$ cat config.mk
export PLATFORM = sky130hd
export DESIGN_NAME = usl_port
export DESIGN_NICKNAME = d
export VERILOG_FILES = /design/src/core/usl_char_fifo.v /design/src/core/usl_sync.v /design/src/core/usl_port.v
export VERILOG_INCLUDE_DIRS = /design/src /design/src/core
export SDC_FILE = /design/constraint.sdc
export NUM_CORES = 1
export LEC_CHECK = 0
export BUFFER_PORTS_ARGS = -buffer_cell sky130_fd_sc_hd__buf_4
export CORE_ASPECT_RATIO = 1.25
export CORE_MARGIN = 4
export CORE_UTILIZATION = 50
export CTS_CLUSTER_SIZE = 28
export DETAILED_ROUTE_END_ITERATION = 10
export GPL_ROUTABILITY_DRIVEN = 0
export GPL_TIMING_DRIVEN = 0
export PLACE_DENSITY = 0.66
export SETUP_SLACK_MARGIN = 0.5
export SLEW_MARGIN = 20
export SYNTH_ARGS = -nofsm -noshare
export SYNTH_HDL_FRONTEND = slang
export SYNTH_HIERARCHICAL = 1
export SYNTH_SLANG_ARGS = --single-unit
$ cat constraint.sdc
create_clock -name clk_i -period 4.8 [get_ports clk_i]
set_input_delay 0.72 -clock clk_i [delete_from_list [all_inputs] [get_ports clk_i]]
set_output_delay 0.72 -clock clk_i [all_outputs]
set_load 0.05 [all_outputs]
$ cat src/core/usl_defines.vh
// Register offsets, field positions, reset values and encodings
`ifndef USL_DEFINES_VH
`define USL_DEFINES_VH
`define USL_OFF_DATA 3'h0
`define USL_OFF_IEN 3'h1
`define USL_OFF_FIFO_SETUP 3'h2
`define USL_OFF_FRAME 3'h3
`define USL_OFF_HSO 3'h4
`define USL_OFF_LINE 3'h5
`define USL_OFF_HSI 3'h6
`define USL_OFF_SCRATCH 3'h7
`define USL_FS_ENABLE 0
`define USL_FS_RXCLR 1
`define USL_FS_TXCLR 2
`define USL_FS_PINMODE 3
`define USL_FRAME_DIVSEL 7
`define USL_FRAME_BREAK 6
`define USL_RST_FRAME 8'h00
`define USL_RST_HSO 8'h00
`define USL_RST_DIV 16'h0001
`define USL_ID_LINE 4'h6
`define USL_ID_RXDATA 4'h4
`define USL_ID_RXTIMEOUT 4'hC
`define USL_ID_TXEMPTY 4'h2
`define USL_ID_MODEM 4'h0
`define USL_FIFO_DEPTH 16
`define USL_TRIG_1 5'h01
`define USL_TRIG_4 5'h04
`define USL_TRIG_8 5'h08
`define USL_TRIG_14 5'h0E
`define USL_TIMEOUT_CHARS 4
`endif

$ cat src/core/usl_char_fifo.v
// Character FIFO with flush, data plus three error flag bits
`timescale 1ns/10ps
`include "usl_defines.vh"
module usl_char_fifo #(
    parameter WIDTH = 11,
    parameter DEPTH = 16,
    parameter AW = 4
) (
    input wire clk_i,
    input wire reset_n_i,
    input wire flush_i,
    input wire one_deep_i,
    input wire push_i,
    input wire [WIDTH-1:0] push_data_i,
    input wire pop_i,
    output wire [WIDTH-1:0] head_o,
    output wire [AW:0] count_o,
    output wire full_o,
    output wire err_any_o
);
    reg [WIDTH-1:0] mem [0:DEPTH-1];
    reg [AW-1:0] wr_q;
    reg [AW-1:0] rd_q;
    reg [AW:0] cnt_q;
    wire [AW:0] cap;
    wire do_push;
    wire do_pop;
    reg err_any;
    integer k;
    assign cap = one_deep_i ? {{AW{1'b0}}, 1'b1} : DEPTH[AW:0];
    assign full_o = (cnt_q >= cap);
    assign do_pop = pop_i && (cnt_q != {(AW+1){1'b0}});
    assign do_push = push_i && (!full_o || do_pop);
    assign head_o = mem[rd_q];
    assign count_o = cnt_q;
    assign err_any_o = err_any;
    // Any stored character holding an error flag
    always @* begin
        err_any = 1'b0;
        for (k = 0; k < DEPTH; k = k + 1) begin
            if ((k[AW:0] - {1'b0, rd_q}) % DEPTH < cnt_q &&
                |mem[k][WIDTH-1:WIDTH-3]) begin
                err_any = 1'b1;
            end
        end
    end
    always @(posedge clk_i) begin
        if (do_push) begin
            mem[wr_q] <= push_data_i;
        end
    end
    always @(posedge clk_i) begin
        if (!reset_n_i || flush_i) begin
            wr_q <= {AW{1'b0}};
            rd_q <= {AW{1'b0}};
            cnt_q <= {(AW+1){1'b0}};
        end else begin
            if (do_push) begin
                wr_q <= wr_q + 1'b1;
            end
            if (do_pop) begin
                rd_q <= rd_q + 1'b1;
            end
            if (do_push && !do_pop) begin
                cnt_q <= cnt_q + 1'b1;
            end else if (do_pop && !do_push) begin
                cnt_q <= cnt_q - 1'b1;
            end
        end
    end
endmodule

$ cat src/core/usl_sync.v
// Two flip-flop synchroniser for a group of pin inputs
`timescale 1ns/10ps
module usl_sync #(
    parameter WIDTH = 5
) (
    input wire clk_i,
    input wire reset_n_i,
    input wire [WIDTH-1:0] async_i,
    output reg [WIDTH-1:0] sync_o
);
    reg [WIDTH-1:0] meta_q;
    always @(posedge clk_i) begin
        if (!reset_n_i) begin
            meta_q <= {WIDTH{1'b1}};
            sync_o <= {WIDTH{1'b1}};
        end else begin
            meta_q <= async_i;
            sync_o <= meta_q;
        end
    end
endmodule

$ cat src/core/usl_port.v
// Serial port control and status: registers, FIFOs, serial engines
`timescale 1ns/10ps
`include "usl_defines.vh"
// How it works
// - Identification shows highest pending source: line, rx, tx, modem.
// - FIFO setup bit 0 enables both FIFOs, else one-character buffers.
// - FIFO setup bit 1 empties the receive FIFO.
// - FIFO setup bit 2 empties transmit FIFO, shifter untouched.
// - FIFO setup bit 3 switches ready pins to mode 1 signalling when bit 0 enables the FIFOs.
// - FIFO setup bits 7:6 pick receive trigger 1, 4, 8 or 14.
// - Frame bits 1:0 give 5 to 8 data bits both directions.
// - Frame bit 7 maps offsets 0 and 1 to divisor bytes.
// - Line bit 5 is one when transmit side accepts a character.
// - Line bit 6 is one when holding store and shifter empty.
// - Line bit 7 is one with FIFOs enabled while any stored character has errors.
// - Handshake bit 2 sets on ring indicator trailing edge.
// - Handshake bit 3 sets when carrier detect changed since read.
// - Handshake bits 4 to 7 show CTS, DSR, RI, carrier detect.
// - Identification bit 0 low when pending; bits 7:6 show FIFOs.
// - Divisor latch is a 16-bit bit rate divider.
module usl_port #(
    parameter DEPTH = `USL_FIFO_DEPTH,
    parameter AW = 4
) (
    input wire clk_i,
    input wire reset_n_i,
    input wire [2:0] addr_i,
    input wire wr_i,
    input wire rd_i,
    input wire [7:0] wdata_i,
    output reg [7:0] rdata_o,
    output reg irq_o,
    input wire rxd_i,
    input wire cts_n_i,
    input wire dsr_n_i,
    input wire ri_n_i,
    input wire dcd_n_i,
    output reg txd_o,
    output reg dtr_n_o,
    output reg rts_n_o,
    output reg receive_ready_pin_n_o,
    output reg transmit_ready_pin_n_o
);
    reg [7:0] frame_q;
    reg [7:0] hso_q;
    reg [7:0] scratch_q;
    reg [7:0] ien_q;
    reg [15:0] div_q;
    reg fifo_en_q;
    reg pin_mode_q;
    reg [1:0] trig_q;
    reg [3:0] line_err_q;
    reg [3:0] hsi_delta_q;
    reg [3:0] hsi_prev_q;
    reg thr_irq_q;
    wire [4:0] pins_s;
    wire [3:0] hsi_now;
    wire divsel;
    wire rd_line;
    wire rd_hsi;
    wire rd_data;
    wire wr_data;
    wire rd_id;
    wire [10:0] rx_head;
    wire [AW:0] rx_cnt;
    wire rx_full;
    wire rx_err_any;
    wire [10:0] tx_head;
    wire [AW:0] tx_cnt;
    wire tx_full;
    reg rx_push;
    reg [10:0] rx_word;
    reg tx_pop;
    reg [15:0] bdiv_q;
    reg [3:0] tick16_q;
    reg bit_tick;
    reg rx_sample;
    reg [2:0] rx_st_q;
    reg [3:0] rx_ph_q;
    reg [3:0] rx_bit_q;
    reg [7:0] rx_sh_q;
    reg rx_par_q;
    reg [2:0] tx_st_q;
    reg [3:0] tx_bit_q;
    reg [7:0] tx_sh_q;
    reg tx_par_q;
    reg [3:0] tx_ph_q;
    reg [9:0] idle_q;
    reg timeout_q;
    reg [4:0] trig_lvl;
    reg [3:0] id_code;
    reg pend;
    wire [3:0] nbits;
    localparam ST_IDLE = 3'd0;
    localparam ST_START = 3'd1;
    localparam ST_DATA = 3'd2;
    localparam ST_PAR = 3'd3;
    localparam ST_STOP = 3'd4;
    usl_sync #(.WIDTH(5)) u_sync (
        .clk_i(clk_i),
        .reset_n_i(reset_n_i),
        .async_i({rxd_i, dcd_n_i, ri_n_i, dsr_n_i, cts_n_i}),
        .sync_o(pins_s)
    );
    assign hsi_now = ~pins_s[3:0];
    assign divsel = frame_q[`USL_FRAME_DIVSEL];
    assign rd_line = rd_i && addr_i == `USL_OFF_LINE;
    assign rd_hsi = rd_i && addr_i == `USL_OFF_HSI;
    assign rd_id = rd_i && addr_i == `USL_OFF_FIFO_SETUP;
    assign rd_data = rd_i && addr_i == `USL_OFF_DATA && !divsel;
    assign wr_data = wr_i && addr_i == `USL_OFF_DATA && !divsel;
    assign nbits = {2'b00, frame_q[1:0]} + 4'd5;
    usl_char_fifo #(.WIDTH(11), .DEPTH(DEPTH), .AW(AW)) u_rx (
        .clk_i(clk_i),
        .reset_n_i(reset_n_i),
        .flush_i(wr_i && addr_i == `USL_OFF_FIFO_SETUP &&
                 (wdata_i[`USL_FS_RXCLR] ||
                  wdata_i[`USL_FS_ENABLE] != fifo_en_q)),
        .one_deep_i(!fifo_en_q),
        .push_i(rx_push),
        .push_data_i(rx_word),
        .pop_i(rd_data),
        .head_o(rx_head),
        .count_o(rx_cnt),
        .full_o(rx_full),
        .err_any_o(rx_err_any)
    );
    usl_char_fifo #(.WIDTH(11), .DEPTH(DEPTH), .AW(AW)) u_tx (
        .clk_i(clk_i),
        .reset_n_i(reset_n_i),
        .flush_i(wr_i && addr_i == `USL_OFF_FIFO_SETUP &&
                 (wdata_i[`USL_FS_TXCLR] ||
                  wdata_i[`USL_FS_ENABLE] != fifo_en_q)),
        .one_deep_i(!fifo_en_q),
        .push_i(wr_data),
        .push_data_i({3'b000, wdata_i}),
        .pop_i(tx_pop),
        .head_o(tx_head),
        .count_o(tx_cnt),
        .full_o(tx_full),
        .err_any_o()
    );
    // Register writes
    always @(posedge clk_i) begin
        if (!reset_n_i) begin
            frame_q <= `USL_RST_FRAME;
            hso_q <= `USL_RST_HSO;
            scratch_q <= 8'h00;
            ien_q <= 8'h00;
            div_q <= `USL_RST_DIV;
            fifo_en_q <= 1'b0;
            pin_mode_q <= 1'b0;
            trig_q <= 2'b00;
        end else if (wr_i) begin
            case (addr_i)
                `USL_OFF_DATA: begin
                    if (divsel) begin
                        div_q[7:0] <= wdata_i;
                    end
                end
                `USL_OFF_IEN: begin
                    if (divsel) begin
                        div_q[15:8] <= wdata_i;
                    end else begin
                        ien_q <= {4'h0, wdata_i[3:0]};
                    end
                end
                `USL_OFF_FIFO_SETUP: begin
                    fifo_en_q <= wdata_i[`USL_FS_ENABLE];
                    pin_mode_q <= wdata_i[`USL_FS_PINMODE];
                    trig_q <= wdata_i[7:6];
                end
                `USL_OFF_FRAME: frame_q <= wdata_i;
                `USL_OFF_HSO: hso_q <= {3'b000, wdata_i[4:0]};
                `USL_OFF_SCRATCH: scratch_q <= wdata_i;
                default: begin
                end
            endcase
        end
    end
    // baud divider, 16 ticks per bit
    always @(posedge clk_i) begin
        if (!reset_n_i) begin
            bdiv_q <= 16'h0000;
            rx_sample <= 1'b0;
        end else begin
            rx_sample <= 1'b0;
            if (bdiv_q + 16'h0001 >= div_q) begin
                bdiv_q <= 16'h0000;
                rx_sample <= 1'b1;
            end else begin
                bdiv_q <= bdiv_q + 16'h0001;
            end
        end
    end
    // receiver with parity, stick and stop checks
    always @(posedge clk_i) begin
        if (!reset_n_i) begin
            rx_st_q <= ST_IDLE;
            rx_ph_q <= 4'h0;
            rx_bit_q <= 4'h0;
            rx_sh_q <= 8'h00;
            rx_par_q <= 1'b0;
            rx_push <= 1'b0;
            rx_word <= 11'h000;
        end else begin
            rx_push <= 1'b0;
            if (rx_sample) begin
                rx_ph_q <= rx_ph_q + 4'h1;
                case (rx_st_q)
                    ST_IDLE: begin
                        rx_ph_q <= 4'h0;
                        if (!pins_s[4]) begin
                            rx_st_q <= ST_START;
                        end
                    end
                    ST_START: begin
                        if (rx_ph_q == 4'h7) begin
                            rx_ph_q <= 4'h0;
                            rx_bit_q <= 4'h0;
                            rx_sh_q <= 8'h00;
                            rx_par_q <= 1'b0;
                            rx_st_q <= pins_s[4] ? ST_IDLE : ST_DATA;
                        end
                    end
                    ST_DATA: begin
                        if (rx_ph_q == 4'hF) begin
                            rx_sh_q[rx_bit_q[2:0]] <= pins_s[4];
                            rx_par_q <= rx_par_q ^ pins_s[4];
                            rx_bit_q <= rx_bit_q + 4'h1;
                            if (rx_bit_q + 4'h1 == nbits) begin
                                rx_st_q <= frame_q[3] ? ST_PAR : ST_STOP;
                            end
                        end
                    end
                    ST_PAR: begin
                        if (rx_ph_q == 4'hF) begin
                            rx_par_q <= frame_q[5] ?
                                (pins_s[4] != !frame_q[4]) :
                                (rx_par_q ^ pins_s[4] ^ !frame_q[4]);
                            rx_st_q <= ST_STOP;
                        end
                    end
                    ST_STOP: begin
                        if (rx_ph_q == 4'hF) begin
                            rx_push <= 1'b1;
                            rx_word <= {
                                rx_sh_q == 8'h00 && !pins_s[4],
                                !pins_s[4],
                                frame_q[3] && rx_par_q,
                                rx_sh_q};
                            rx_st_q <= ST_IDLE;
                        end
                    end
                    default: rx_st_q <= ST_IDLE;
                endcase
            end
        end
    end
    always @* begin
        bit_tick = rx_sample && tx_ph_q == 4'hF;
    end
    // transmitter with break and extra stop bits
    always @(posedge clk_i) begin
        if (!reset_n_i) begin
            tx_st_q <= ST_IDLE;
            tx_bit_q <= 4'h0;
            tx_sh_q <= 8'h00;
            tx_par_q <= 1'b0;
            tx_ph_q <= 4'h0;
            tx_pop <= 1'b0;
            txd_o <= 1'b1;
        end else begin
            tx_pop <= 1'b0;
            if (rx_sample) begin
                tx_ph_q <= tx_ph_q + 4'h1;
            end
            txd_o <= frame_q[`USL_FRAME_BREAK] ? 1'b0 :
                     (tx_st_q == ST_START) ? 1'b0 :
                     (tx_st_q == ST_DATA) ? tx_sh_q[0] :
                     (tx_st_q == ST_PAR) ? tx_par_q : 1'b1;
            case (tx_st_q)
                ST_IDLE: begin
                    if (tx_cnt != {(AW+1){1'b0}} && !tx_pop) begin
                        tx_sh_q <= tx_head[7:0];
                        tx_par_q <= ^(tx_head[7:0] &
                                    (8'hFF >> (4'd8 - nbits)));
                        tx_pop <= 1'b1;
                        tx_ph_q <= 4'h0;
                        tx_st_q <= ST_START;
                    end
                end
                ST_START: begin
                    if (bit_tick) begin
                        tx_bit_q <= 4'h0;
                        tx_par_q <= frame_q[5] ? !frame_q[4] :
                                    (tx_par_q ^ !frame_q[4]);
                        tx_st_q <= ST_DATA;
                    end
                end
                ST_DATA: begin
                    if (bit_tick) begin
                        tx_sh_q <= {1'b0, tx_sh_q[7:1]};
                        tx_bit_q <= tx_bit_q + 4'h1;
                        if (tx_bit_q + 4'h1 == nbits) begin
                            tx_bit_q <= 4'h0;
                            tx_st_q <= frame_q[3] ? ST_PAR : ST_STOP;
                        end
                    end
                end
                ST_PAR: begin
                    if (bit_tick) begin
                        tx_st_q <= ST_STOP;
                    end
                end
                ST_STOP: begin
                    if (bit_tick) begin
                        tx_bit_q <= tx_bit_q + 4'h1;
                        if (!frame_q[2] || tx_bit_q == 4'h1) begin
                            tx_st_q <= ST_IDLE;
                        end
                    end
                end
                default: tx_st_q <= ST_IDLE;
            endcase
        end
    end
    // Receive timeout after four idle character times
    always @(posedge clk_i) begin
        if (!reset_n_i || rd_data || rx_push ||
            rx_cnt == {(AW+1){1'b0}} || !fifo_en_q) begin
            idle_q <= 10'h000;
            timeout_q <= 1'b0;
        end else if (bit_tick && !timeout_q) begin
            idle_q <= idle_q + 10'h001;
            if (idle_q == 10'd10 * `USL_TIMEOUT_CHARS) begin
                timeout_q <= 1'b1;
            end
        end
    end
    // Sticky status flags; set wins over the read clear
    always @(posedge clk_i) begin
        if (!reset_n_i) begin
            line_err_q <= 4'h0;
            hsi_delta_q <= 4'h0;
            hsi_prev_q <= 4'h0;
            thr_irq_q <= 1'b0;
        end else begin
            hsi_prev_q <= hsi_now;
            line_err_q <= (rd_line ? 4'h0 : line_err_q) |
                ({4{rx_push}} & {rx_word[10:8],
                 rx_full && !rd_data});
            hsi_delta_q[3] <= (rd_hsi ? 1'b0 : hsi_delta_q[3]) |
                (hsi_now[3] ^ hsi_prev_q[3]);
            hsi_delta_q[2] <= (rd_hsi ? 1'b0 : hsi_delta_q[2]) |
                (hsi_prev_q[2] && !hsi_now[2]);
            hsi_delta_q[1:0] <= (rd_hsi ? 2'b00 : hsi_delta_q[1:0]) |
                (hsi_now[1:0] ^ hsi_prev_q[1:0]);
            if (tx_cnt == {{AW{1'b0}}, 1'b1} && tx_pop && !wr_data) begin
                thr_irq_q <= 1'b1;
            end else if (wr_data || (rd_id && id_code ==
                         `USL_ID_TXEMPTY)) begin
                thr_irq_q <= 1'b0;
            end
        end
    end
    always @* begin
        case (trig_q)
            2'b00: trig_lvl = `USL_TRIG_1;
            2'b01: trig_lvl = `USL_TRIG_4;
            2'b10: trig_lvl = `USL_TRIG_8;
            default: trig_lvl = `USL_TRIG_14;
        endcase
    end
    always @* begin
        pend = 1'b1;
        if (ien_q[2] && |line_err_q) begin
            id_code = `USL_ID_LINE;
        end else if (ien_q[0] && fifo_en_q && timeout_q) begin
            id_code = `USL_ID_RXTIMEOUT;
        end else if (ien_q[0] && ((fifo_en_q &&
                     rx_cnt >= trig_lvl) ||
                     (!fifo_en_q && rx_cnt != {(AW+1){1'b0}}))) begin
            id_code = `USL_ID_RXDATA;
        end else if (ien_q[1] && thr_irq_q) begin
            id_code = `USL_ID_TXEMPTY;
        end else begin
            id_code = `USL_ID_MODEM;
            pend = ien_q[3] && |hsi_delta_q;
        end
    end
    // Registered read data and pins
    always @(posedge clk_i) begin
        if (!reset_n_i) begin
            rdata_o <= 8'h00;
            irq_o <= 1'b0;
            dtr_n_o <= 1'b1;
            rts_n_o <= 1'b1;
            receive_ready_pin_n_o <= 1'b1;
            transmit_ready_pin_n_o <= 1'b0;
        end else begin
            irq_o <= pend;
            dtr_n_o <= !hso_q[0];
            rts_n_o <= !hso_q[1];
            receive_ready_pin_n_o <= (pin_mode_q && fifo_en_q) ?
                !(rx_cnt >= trig_lvl || timeout_q) :
                (rx_cnt == {(AW+1){1'b0}});
            transmit_ready_pin_n_o <= (pin_mode_q && fifo_en_q) ?
                tx_full : (tx_cnt != {(AW+1){1'b0}});
            case (addr_i)
                `USL_OFF_DATA: rdata_o <= divsel ? div_q[7:0] :
                                          rx_head[7:0];
                `USL_OFF_IEN: rdata_o <= divsel ? div_q[15:8] : ien_q;
                `USL_OFF_FIFO_SETUP: rdata_o <= {{2{fifo_en_q}}, 2'b00,
                                                 id_code[3:1], !pend};
                `USL_OFF_FRAME: rdata_o <= frame_q;
                `USL_OFF_HSO: rdata_o <= hso_q;
                `USL_OFF_LINE: rdata_o <= {
                    fifo_en_q && rx_err_any,
                    tx_cnt == {(AW+1){1'b0}} && tx_st_q == ST_IDLE &&
                        !tx_pop,
                    !tx_full,
                    line_err_q,
                    rx_cnt != {(AW+1){1'b0}}};
                `USL_OFF_HSI: rdata_o <= {hsi_now, hsi_delta_q};
                default: rdata_o <= scratch_q;
            endcase
        end
    end
endmodule

After elaboration in Yosys (flattened, before gate mapping)
Memories as Yosys holds them, arrays and structs flattened. A register that Yosys moved wholly into a read port is not among the register bits.
Cells that the tools add are included.
W data, S select, Z words.
{"block": "totals", "reg_bits": 189, "latch_bits": 0, "mem_bits_rw": 304, "rom_bits": 0, "input_bits": 20, "out_inout_bits": 14, "mem_count": 2}
{"memory": "u_rx.mem", "depth": 16, "word_bits": 11, "read_ports": 17, "rd_ports_with_merged_regs": 1, "write_ports": 1, "line": "usl_char_fifo.v:21", "source": "reg [WIDTH-1:0] mem [0:DEPTH-1];"}
{"memory": "u_tx.mem", "depth": 16, "word_bits": 8, "read_ports": 1, "rd_ports_with_merged_regs": 1, "write_ports": 1, "line": "usl_char_fifo.v:21"}
{"block": "classes", "addsub": 32, "mul": 0, "div": 0, "magnitude_cmp": 22, "n_eq_ne": 41, "n_shift": 1, "n_mux": 104, "bitwise_logic": 14, "n_reduce_logical": 147}
{"cell": "$lt A4 B5 Y1", "n": 16}
{"cell": "$mux W4", "n": 17}
{"cell": "$logic_and A1 B1 Y1", "n": 57}
{"cell": "$pmux W8 S7", "n": 1}
{"cell": "$mux W8", "n": 6}
{"cell": "$reduce_or A3 Y1", "n": 16}
{"cell": "$mux W1", "n": 45}
{"cell": "$mux W3", "n": 15}
{"cell": "$sub A4 B4 Y4 const A", "n": 9}
{"cell": "$add A4 B1 Y4 const B", "n": 8}
{"cell": "$pmux W8 S2", "n": 2}
{"cell": "$pmux W3 S5", "n": 2}
{"cell": "$mux W5", "n": 5}
{"cell": "$ne A2 B2 Y1 const B", "n": 12}
{"cell": "$pmux W4 S3", "n": 2}
{"cell": "$logic_not A1 Y1", "n": 21}
{"cell": "$reduce_and A3 Y1", "n": 7}
{"cell": "$eq A3 B2 Y1 const B", "n": 6}
{"cell": "$eq A3 B3 Y1 const B", "n": 6}
{"cell": "$add A16 B1 Y16 const B", "n": 1}
{"cell": "$ge A16 B16 Y1", "n": 1}
{"cell": "$pmux W4 S2", "n": 2}
{"cell": "$sub A3 B4 Y4 const A", "n": 4}
{"cell": "$ge A5 B5 Y1", "n": 3}
{"cell": "50 further kinds", "n": 97}

Longest topological paths before layout
Gate-level depths: netlist of run 1.
{"block": "logic_depth", "word_depth": 21, "depth_mapped": 18, "depth_no_buf": 16}

Hierarchy
The synthesis of run 1 kept the hierarchy.
{"module": "usl_char_fifo", "instances": 2, "cells_each": 513, "area_per_inst_um2": 8698.3, "seq_area_each_um2": 5625.4}
{"module": "usl_port", "instances": 1, "cells_each": 941, "area_per_inst_um2": 7771.2, "seq_area_each_um2": 3062.9}
{"module": "usl_sync", "instances": 1, "cells_each": 20, "area_per_inst_um2": 262.8, "seq_area_each_um2": 200.2}

Worst setup path after synthesis of run 1
OpenSTA, ideal clock, no wires.
{"block": "synth_path", "path_type": "input -> register", "from": "input addr_i[0]", "to": "register u_tx.cnt_q[4], in the netlist u_tx/count_o[4]", "arrival_time_ps": 3379, "t_required_ps": 4730, "slack_ps": 1351, "stages": 14, "n_path_buf": 2, "cell_sequence": "clkbuf_2 > nor3_1 > nand2_1 > nor2_1 > and2_1 > buf_6 > ha_1 > inv_1 > fa_1 > a21o_1 > a21oi_1 > xnor2_1 > or3_1 > a21oi_1"}
{"block": "synth_between", "elab_chain_cells": 7}
{"element": "start, declared", "line": "usl_port.v:27", "source": "input wire [2:0] addr_i,"}
{"element": "$logic_not A3 Y1 (*)"}
{"element": "$logic_and A1 B1 Y1 (no source line) (*)"}
{"element": "$logic_and A1 B1 Y1 (*)", "line": "usl_port.v:111", "source": "assign wr_data = wr_i && addr_i == `USL_OFF_DATA && !divsel;"}
{"element": "named net wr_data", "line": "usl_port.v:62", "source": "wire wr_data;"}
{"element": "$logic_and A1 B1 Y1 (*)", "line": "usl_char_fifo.v:33", "source": "assign do_push = push_i && (!full_o || do_pop);"}
{"element": "named net u_tx.do_push", "line": "usl_char_fifo.v:26", "source": "wire do_push;"}
{"element": "$logic_not A1 Y1", "line": "usl_char_fifo.v:66", "source": "end else if (do_pop && !do_push) begin"}
{"element": "$logic_and A1 B1 Y1", "line": "usl_char_fifo.v:66"}
{"element": "$reduce_bool A2 Y1 (no source line)"}
{"element": "end signal, assigned", "line": "usl_char_fifo.v:56", "source": "cnt_q <= {(AW+1){1'b0}};"}
{"element": "end signal, assigned", "line": "usl_char_fifo.v:65", "source": "cnt_q <= cnt_q + 1'b1;"}
{"element": "end signal, assigned", "line": "usl_char_fifo.v:67", "source": "cnt_q <= cnt_q - 1'b1;"}
{"element": "end, declared", "line": "usl_char_fifo.v:24", "source": "reg [AW:0] cnt_q;"}
The timed path passes the listed nets; every way through them passes the cells marked *.
A chain may end at the register's enable or synchronous reset.

Final worst setup path of run 1
{"block": "layout_path", "from": "register fifo_en_q", "to": "register u_tx.cnt_q[4], in the netlist u_tx/count_o[4]"}
{"block": "layout_between", "elab_chain_cells": 8}
{"element": "start, declared", "line": "usl_port.v:49", "source": "reg fifo_en_q;"}
{"element": "start signal, assigned", "line": "usl_port.v:169", "source": "fifo_en_q <= wdata_i[`USL_FS_ENABLE];"}
{"element": "$mux W5 (*)", "line": "usl_char_fifo.v:30", "source": "assign cap = one_deep_i ? {{AW{1'b0}}, 1'b1} : DEPTH[AW:0];"}
{"element": "$ge A5 B5 Y1 (*)", "line": "usl_char_fifo.v:31", "source": "assign full_o = (cnt_q >= cap);"}
{"element": "$logic_not A1 Y1 (*)", "line": "usl_char_fifo.v:33"}
{"element": "$logic_or A1 B1 Y1 (*)", "line": "usl_char_fifo.v:33"}
{"element": "$logic_and A1 B1 Y1 (*)", "line": "usl_char_fifo.v:33"}
{"element": "named net u_tx.do_push", "line": "usl_char_fifo.v:26"}
{"element": "$logic_not A1 Y1", "line": "usl_char_fifo.v:66"}
{"element": "$logic_and A1 B1 Y1", "line": "usl_char_fifo.v:66"}
{"element": "$reduce_bool A2 Y1 (no source line)"}
Marks and branches as above.

==> results of run 1 <==
-- routing by layer --
metal | vias to the layer above | GRT usage [%]
li1 | 6629 | -
met1 | 6981 | 28.0
met2 | 368 | 36.4
met3 | 104 | 4.15
met4 | 2 | 6.96
met5 | - | 0
-- critical path, cell delays in order (launching register included) --
cell and delay (ns):
dfxtp_1 0.31, clkbuf_1 0.35, inv_1 0.29, ha_1 0.36, o31a_1 0.32, o21ai_2 0.18, and2_1 0.16, buf_6 0.13
ha_1 0.19, inv_1 0.11, fa_1 0.41, a21o_1 0.19, a21oi_1 0.18, xnor2_1 0.10, or3_1 0.30, a21oi_1 0.18
-- power groups by stage --
stage               logic (mW)  registers (mW)  clock network, mW
floorplan                0.526            4.78                  0
global placement         0.764            4.76                  0
detailed placement       0.782            4.76                  0
CTS                      0.789            4.67               4.07
global route             0.852            4.68               4.24
finish                   0.788            4.67               3.97
-- final timing paths --
path                                   to  slack, ns  depth (start not counted)
max          u_tx/count_o[4]$_SDFFE_PP0P_       0.97                         15
min reg2reg   u_sync/sync_o[0]$_SDFF_PN1_       0.39                          1
min           u_sync/meta_q[4]$_SDFF_PN1_       0.31                          2
max reg2reg  u_tx/count_o[4]$_SDFFE_PP0P_       0.97                         15
-- cell usage in the layout, fill, tap and decap left out, drive strengths merged, types with 10 or more instances in the layout --
cell	n
a211oi	19
nand3	32
xnor2	39
mux2i	54
nand2b	28
nand2	127
mux4	81
o21ai	57
ha	91
nand4	14
a21oi	100
or3	12
nor3	36
a21o	15
buf	72
inv	73
xor2	35
a22oi	10
edfxtp	304
nor2	187
dfxtp	197
clkbuf	104
nor2b	30
clkinv	30
-- area by class of cell --
type	instances	area share, %
Sequential cell	501	52.5
Multi-Input combinational cell	1091	34.1
Clock buffer	55	5.14
Tap cell	572	2.87
Buffer	90	1.65
Clock inverter	37	1.57
Inverter	79	1.20
Timing Repair Buffer	31	0.949
Antenna cell	2	0.0201
-- per-stage QoR --
stage                     area [um^2]  cells  utilization, %
after floorplan                 22200   1761               -
after global placement          23200   2363            52.7
after detailed placement        23200   2364            52.8
after CTS                       24900   2456            56.6
after global routing            24900   2458            56.6
final                           24900   2458            56.6
-- flip-flops by register name, summed over array words and instances (netlist names), 8 cells and up, named ones only --
| signal | count |
|---|---|
| frame_q | 8 |
| bdiv_q | 16 |
| rx_sh_q | 8 |
| rx_word | 11 |
| idle_q | 10 |
| rdata_o | 8 |
| tx_sh_q | 8 |
| scratch_q | 8 |
| u_tx/mem | 128 |
| u_rx/mem | 176 |
| div_q | 16 |
==> metrics.txt, run 1 <==
status finished, final reports clean; root buffer cell clkbuf_16; post-CTS setup buffer count 0; largest net degree at the start of global routing 24; sequential power share 49.5%; Remaining DRCs 0; Pint 7.23 mW; CTS tree done; Fill cells 3601; vias per cell 5.73; CTS Buf Count 50; CTS hold repair buffers 0; Max Buffers Root-to-Sink 3; initial core utilization 50.5%; Clk pin slew, worst setup/hold paths 0.06 ns; layout cells sized above 1 14.7%; PwrDens 379 mW/mm^2; Mapped Area 0.0222 mm^2; drt first-iter violations 876; wire per inst 20.9 um; met1 WL 21600 um; final worst slack 0.973 ns; HP Class input port to register; routed vias 14100; Setup crit end kind register; Setup-failing EPs final 0; H-tree lvl count 2; Worst-Margin Slew 1.11 ns; syn avg cell area 12.6 um^2; Ports 34; die height 244 um; top sig layer met5; Synthesized Nets 1874; VDD IR-drop max 409 uV; clock tree sinks 501; # rows 86; number of port buffers 30; area delta synth->final 12.0%; Worst setup SP type register; GR Util All Layers 21.5%; HPWL after detailed placement 36400 um; die area 0.0480 mm^2; hold slack 0.311 ns; Max-Cap Viols 0; initial antenna violation count 3; register area 0.0131 mm^2; gr ovfl total 0; Net Sw Power 2.20 mW; final worst path period share 79.7%; post-route ant nets 0; drt total wl 51400 um; first-pass GRT wire length 80400 um; Final Total Pwr 9.43 mW; worst skew pair latency 0.59 ns; Final #Nets 1957; setup TNS 0 ns; Logic pwr share 8.4%; Setup Skew 0.0269 ns; hold_sp rxd_i; Worst slew margin 26.0%; Core ar. 0.0440 mm^2; met2 WL post-DR 25600 um; Syn Inst Count 1761; Final Hold Violating Endpoints 0; switch share 23.3%; RSZ-0062 raised after global routing no; Die Wd 197 um; first drt pass iteration count 5; Place WS 0.679 ns; crit-path max FO 8; clock group share of total power 42.1%; Worst Path Required 5.30 ns; DR WL met3 2680 um; number of global-route vias before repair 14000; fmax 261 MHz; fin crit period 3.83 ns; Multi-input gate area 0.00849 mm^2; CP startpoint fifo_en_q$_SDFFE_PN0P_; CP arrival 4.33 ns; r2r startpoint fifo_en_q$_SDFFE_PN0P_; Post-CTS Resized 0; max-slew violations 0; critical path class register to register; leak pwr 8.69 nW; Yosys warning count 6
Power figures use the tool's default switching activity.
==> run 2: changes to the inputs <==
- ABC_AREA: default -> 1
- clock period: 4.8 -> 3.8 ns (I/O delays scaled with it)
==> run 2 against run 1 <==
  * Synthesized cell count grew 38%
  * Maximum frequency rose by 25%
  * Critical path depth grew 7
  * First-iteration DRC count increased by 59%
  * Utilization is 0.082 points higher
  * Sequential cell count is the same
  * Combinational power grew 19%
  * Die area up 3.7%
  * Final area grew 3.3%
  * Via count rose by 26%
  * Highest routed layer is now met4
  * Total power grew 24%
==> metrics.txt, run 2 <==
post-route insts no fill 3136 (+28%); max-slew violations 0 (unchanged); CP arrival 3.55 ns (-0.78 ns); root buffer cell clkbuf_16; fin crit period 3.07 ns (-0.756 ns); Worst-Margin Slew 1.08 ns (-0.0230 ns); Setup-failing EPs final 0 (unchanged); number of buffers and inverters on the critical path 5 (+1); first drt pass iteration count 6 (+1); worst skew pair latency 0.61 ns (+0.02 ns); Core ar. 0.0454 mm^2 (+3.1%); syn avg cell area 9.48 um^2 (-25%); PwrDens 453 mW/mm^2 (+20%); vias per cell 5.64 (-1.6%); Yosys warning count 6 (unchanged); Final Cell Area 0.0257 mm^2 (+3.3%); Clk pin slew, worst setup/hold paths 0.06 ns (about the same); clock tree sinks 501 (unchanged); CTS tree done; area delta synth->final 11.4%; CTS hold repair buffers 0 (unchanged); placed insts 3046 (+29%); hold slack 0.139 ns (-0.172 ns); worst-path cell chain inv_1 > ha_1 > nand2_1 > nand2_1 > xor2_1 > inv_1 > ha_1 > inv_1 > nor2_1 > nand3_1 > nand4_1 > nand2_1 > inv_1 > nand2_1 > nor2_1 > nand2_1 > nand2_1 > o22ai_1 > a21oi_1 > nand3_1 > nand2_1 > inv_1; HPWL after detailed placement 43500 um (+20%); critical path class register to register; Setup crit end kind register; routed vias 17700 (+26%); initial antenna violation count 0 (-3); Worst path max stage delay 0.39 ns (-0.02 ns); crit-path max FO 6 (-2); drt total wl 61000 um (+19%); leak pwr 9.60 nW (+11%); Synthesized Nets 2549 (+36%); Crit-path slowest cell dfxtp_2; number of port buffers 32 (+6.7%); number of global-route vias before repair 17200 (+22%); Syn Inst Count 2436 (+38%); Setup Skew 0.0211 ns (-0.00572 ns); Place WS 0.399 ns (-0.280 ns); biggest regs u_rx/mem (176), u_tx/mem (128); status finished, final reports clean; H-tree lvl count 2 (unchanged); final worst slack 0.729 ns (-0.244 ns); drt first-iter violations 1396 (+59%); Mapped Area 0.0231 mm^2 (+3.9%); Ant. Diodes 0 (-2); final worst path period share 80.8% (+1.1 points); Worst setup SP type register; Worst Path Required 4.28 ns (-1.02 ns); most frequent cells in the layout 344 x nor2_1, 336 x nand2_1, 304 x edfxtp_1; Remaining DRCs 0 (unchanged); Worst slew margin 27.5% (+1.5 points); first-pass GRT wire length 94700 um (+18%); largest net degree at the start of global routing 24 (unchanged); Final #Nets 2634 (+35%); HP Class input port to register; layout cells sized above 1 10.8% (-4.0 points); RSZ-0062 raised after global routing yes; die height 248 um (+1.8%); Final Hold Violating Endpoints 0 (unchanged); most used cell, CP nand2_1; hold depth 3 (+1); post-route ant nets 0 (unchanged); fmax 326 MHz (+25%); Die Wd 200 um (+1.8%); Top reg by flops u_rx/mem; wire per inst 19.4 um (-7.1%); Ports 34 (unchanged); commonest non-fill, non-tap cell in the layout nor2_1; # rows 87 (+1.2%); Crit path max-delay family simple AND/OR/NAND/NOR gates; CTS Buf Count 49 (-2.0%); setup TNS 0 ns (unchanged); Max-Cap Viols 0 (unchanged); VDD IR-drop max 434 uV (+6.1%); Max Buffers Root-to-Sink 3 (unchanged); DP Area 0.0241 mm^2 (+3.7%); GR Util All Layers 24.1% (+2.6 points); Worst R2R Path Depth 22 (+7); Critical Path Stages 22 (+7); initial core utilization 50.9% (+0.35 points); gr ovfl total 0 (unchanged); max reg flops 176 (unchanged); die area 0.0497 mm^2 (+3.7%)
[run 2: final cells by class]
cell class	instances	area (um^2)
Buffer	110	628
Fill cell	3970	19700
Clock buffer	64	1350
Multi-Input combinational cell	1558	8440
Inverter	267	1010
Tap cell	578	723
Sequential cell	501	13100
Timing Repair Buffer	34	255
Clock inverter	24	241
[run 2: final timing paths]
| kind | startpoint | to | slack, ns |
|---|---|---|---|
| max | u_rx/rd_q[1]$_SDFFE_PP0P_ | rdata_o[7]$_SDFF_PN0_ | 0.73 |
| min | ri_n_i | u_sync/meta_q[2]$_SDFF_PN1_ | 0.14 |
| max reg2reg | u_rx/rd_q[1]$_SDFFE_PP0P_ | rdata_o[7]$_SDFF_PN0_ | 0.73 |
| min reg2reg | u_sync/meta_q[4]$_SDFF_PN1_ | u_sync/sync_o[4]$_SDFF_PN1_ | 0.40 |
[run 2: where the power goes]
part	switching (mW)	total [mW]	internal, mW	leakage, nW
clock	2.10	4.82	2.72	0.786
sequential	0.0827	5.90	5.82	4.11
combinational	0.638	0.936	0.298	4.70
total	2.82	11.7	8.84	9.60
[run 2: repair_timing]
action	in CTS	in global routing
resized for setup	1	10
setup endpoints to repair	1	14
pin swaps	0	1
setup buffers	0	2
cloned	0	0
[run 2: metrics by stage]
| stage | utilization [%] | total power, mW |
|---|---|---|
| after global placement | 53.0 | 6.92 |
| after detailed placement | 53.1 | 6.94 |
| after floorplan | - | 6.64 |
| after global routing | 56.7 | 12.1 |
| final | 56.7 | 11.7 |
| after CTS | 56.6 | 11.7 |
[run 2: metal layers]
layer | routed length (um) | up-vias | share of wire [%] | track usage, %
met1 | 24200 | 8447 | 40 | 29.4
met2 | 30500 | 625 | 50 | 43.1
met5 | 0 | - | 0 | 0
met3 | 3690 | 153 | 6.0 | 3.63
met4 | 2620 | 0 | 4.3 | 10.1
li1 | - | 8459 | - | -
[run 2: worst reg2reg max path, cell delays in order (launching register included)]
cell and delay, ns:
dfxtp_2 0.39, inv_1 0.15, ha_1 0.23, nand2_1 0.06, nand2_1 0.05, xor2_1 0.21, inv_1 0.07, ha_1 0.28
inv_1 0.04, nor2_1 0.14, nand3_1 0.10, nand4_1 0.09, nand2_1 0.05, inv_1 0.05, nand2_1 0.04, nor2_1 0.14
nand2_1 0.16, nand2_1 0.15, o22ai_1 0.10, a21oi_1 0.14, nand3_1 0.13, nand2_1 0.13, inv_1 0.06
==> run 3: changes to the inputs <==
- PLACE_DENSITY: 0.66 -> 0.68
- clock period: 3.8 -> 2.5 ns (I/O delays scaled with it)
==> run 3 against run 2 <==
  * Clock skew increased by 0.0028 ns
  * Utilization increased by 8.0 points
  * Clock power increased by 56%
  * Worst hold slack got worse by 0.0068 ns
  * Highest routed layer is now met5
  * Cell count increased by 4.7%
  * Largest power group unchanged
  * Non-clock buffer count increased by 143
  * First-iteration DRC count increased by 17%
  * Total power increased by 57%
  * Register-to-register slack got worse by 1.1 ns
  * Critical endpoint unchanged
  * Global-route usage increased by 2.0 points
  * Combinational power increased by 96%
  * Critical path type unchanged
  * The run now ends with setup timing left
==> metrics.txt, run 3 (synthesis results as in run 2) <==
Pint 13.7 mW (+55%); fin util 64.7% (+8.0 points); post-route ant nets 0 (unchanged); crit-path max FO 4 (-2); most frequent cells in the layout 310 x nand2_1, 304 x edfxtp_1, 272 x nor2_1; clock tree sinks 501 (unchanged); die height 248 um (unchanged); Worst setup SP type register; Logic pwr share 10.0% (+2.0 points); initial core utilization 50.9% (unchanged); biggest regs u_rx/mem (176), u_tx/mem (128); Net Sw Power 4.58 mW (+63%); clock group share of total power 41.1% (-0.2 points); PwrDens 624 mW/mm^2 (+38%); gr ovfl total 0 (unchanged); CP arrival 3.37 ns (-0.18 ns); critical path class register to register; status finished with violations; Worst Path Required 2.99 ns (-1.29 ns); Worst-Margin Slew 0.819 ns (-0.264 ns); drt first-iter violations 1640 (+17%); Place WS -0.617 ns (-1.02 ns); Final #Nets 2777 (+5.4%); Setup crit end rdata_o[7]$_SDFF_PN0_; worst skew pair latency 0.60 ns (about the same); Worst slew margin 45.3% (+18 points); vias per cell 5.75 (+2.0%); Final Hold Violating Endpoints 0 (unchanged); Multi-input gate area 0.00997 mm^2 (+18%); CTS tree done; first-pass GRT wire length 103000 um (+8.3%); DP Area 0.0244 mm^2 (+1.4%); final worst path period share 115% (+34 points); leak pwr 10.9 nW (+14%); Worst R2R Path Depth 22 (unchanged); flop2flop setup slack -0.38 ns (-1.10 ns); RSZ-0062 raised after global routing yes; Setup-failing EPs final 15 (+15); wire per inst 20.6 um (+5.8%); # rows 87 (unchanged); commonest non-fill, non-tap cell in the layout nand2_1; Top reg by flops u_rx/mem; number of global-route vias before repair 18800 (+9.4%); Die Wd 200 um (unchanged); largest net degree at the start of global routing 24 (unchanged); fmax 348 MHz (+6.8%); CP startpoint u_rx/rd_q[2]$_SDFFE_PP0P_; max reg flops 176 (unchanged); failing checks setup timing; fin crit period 2.88 ns (-0.196 ns); Core ar. 0.0454 mm^2 (unchanged); Max Buffers Root-to-Sink 3 (unchanged); layout cells sized above 1 24.9% (+14 points); number of port buffers 32 (unchanged); register area 0.0131 mm^2 (+0.28%); sequential power share 48.9% (-1.7 points); max-slew violations 0 (unchanged); switch share 25.0% (+0.84 points); area delta synth->final 27.1%; VDD IR-drop max 541 uV (+25%); final worst slack -0.376 ns (-1.10 ns); CTS Buf Count 49 (unchanged); Clk pin slew, worst setup/hold paths 0.06 ns (about the same); Ports 34 (unchanged); Setup Skew 0.0239 ns (+0.00279 ns); root buffer cell clkbuf_16; r2r startpoint u_rx/rd_q[2]$_SDFFE_PP0P_; Remaining DRCs 0 (unchanged); Max-Cap Viols 0 (unchanged); Worst R2R End rdata_o[7]$_SDFF_PN0_; initial antenna violation count 3 (+3); HPWL after detailed placement 44000 um (+1.0%); HP Class input port to register; first drt pass iteration count 8 (+2); Fill cells 3427 (-14%); H-tree lvl count 2 (unchanged); die area 0.0497 mm^2 (unchanged); drt total wl 67600 um (+11%); routed vias 18900 (+6.8%); Final Cell Area 0.0294 mm^2 (+14%); Setup crit end kind register; GR Util All Layers 26.1% (+2.0 points)
[run 3: cell types whose count changed in the layout (fill, tap and decap cells not counted), sizes merged, moves of 2 or more]
cell | before | now
buf | 106 | 243
clkinvlp | 3 | 9
dlygate4sd3 | 0 | 5
clkbuf | 102 | 98
diode | 0 | 2
[run 3: routing by layer]
layer | part of all wire (%) | vias up | track usage [%]
met2 | 50 | 759 | 47.5
met4 | 6.0 | 2 | 13.3
met5 | 0.019 | - | 0
met1 | 37 | 9093 | 30.2
met3 | 6.5 | 254 | 3.63
li1 | - | 8774 | -
[run 3: through the flow]
| step | total power, mW | hold WS (ns) | setup TNS [ns] | cells |
|---|---|---|---|---|
| 2_1_floorplan | 10.1 | 0.371 | 0 | 2436 |
| 3_3_place_gp | 10.5 | 0.396 | -35.70 | 3046 |
| 3_5_place_dp | 10.6 | 0.396 | -50.58 | 3046 |
| 4_1_cts | 18.2 | 0.112 | -1.89 | 3252 |
| 5_1_grt | 18.9 | 0.136 | -3.84 | 3283 |
| 6_report | 18.3 | 0.132 | -1.65 | 3284 |
[run 3: worst min path at each step]
stage,from,end,slack (ns),cells after the start
floorplan,hso_q[0]$_SDFFE_PN0P_,dtr_n_o$_SDFF_PN1_,0.37,1
global placement,u_sync/meta_q[3]$_SDFF_PN1_,u_sync/sync_o[3]$_SDFF_PN1_,0.40,2
detailed placement,u_sync/meta_q[4]$_SDFF_PN1_,u_sync/sync_o[4]$_SDFF_PN1_,0.40,2
CTS,wdata_i[0],u_tx/mem[3][0]$_DFFE_PP_,0.11,1
global route,wdata_i[0],u_tx/mem[3][0]$_DFFE_PP_,0.14,1
finish,wdata_i[0],u_tx/mem[3][0]$_DFFE_PP_,0.13,1
[run 3: cell type report]
| type | instances | share of cell area (%) |
|---|---|---|
| flip-flops and latches | 501 | 44.6 |
| multi-input cells | 1558 | 33.9 |
| repair buffers | 177 | 6.71 |
| clock buffers | 59 | 4.44 |
| inverters | 267 | 3.66 |
| plain buffers | 110 | 2.93 |
| well taps | 578 | 2.46 |
| clock inverters | 32 | 1.21 |
| diodes | 2 | 0.0170 |
[run 3: worst max-delay path, stage by stage (launching register included)]
cell       delay (ns)
dfxtp_4          0.35
clkbuf_16        0.13
inv_8            0.04
ha_4             0.15
a21o_1           0.17
xor2_2           0.20
inv_1            0.08
ha_1             0.27
inv_1            0.04
nor2_2           0.09
nand3_1          0.10
nand4_1          0.14
nand2_1          0.06
inv_1            0.06
nand2_1          0.06
nor2_2           0.11
nand2_2          0.10
nand2_2          0.11
o22ai_2          0.08
a21oi_2          0.16
nand3_2          0.12
nand2_2          0.11
inv_2            0.03
[run 3: repair_timing]
action / in CTS / in global routing
hold endpoints to repair: 5 / 0
resized for setup: 297 / 158
buffers inserted: 105 / 30
pin swaps: 154 / 93
endpoints found under the setup margin: 348 / 372
cloned: 5 / 0
hold buffers: 5 / 0
[run 3: power by group through the flow]
stage | Clock (mW) | Sequential (mW) | Combinational (mW)
2_1_floorplan | 0 | 9.17 | 0.952
3_5_place_dp | 0 | 9.15 | 1.43
6_report | 7.53 | 8.97 | 1.83
5_1_grt | 7.99 | 8.98 | 1.97
3_3_place_gp | 0 | 9.14 | 1.40
4_1_cts | 7.62 | 8.96 | 1.67
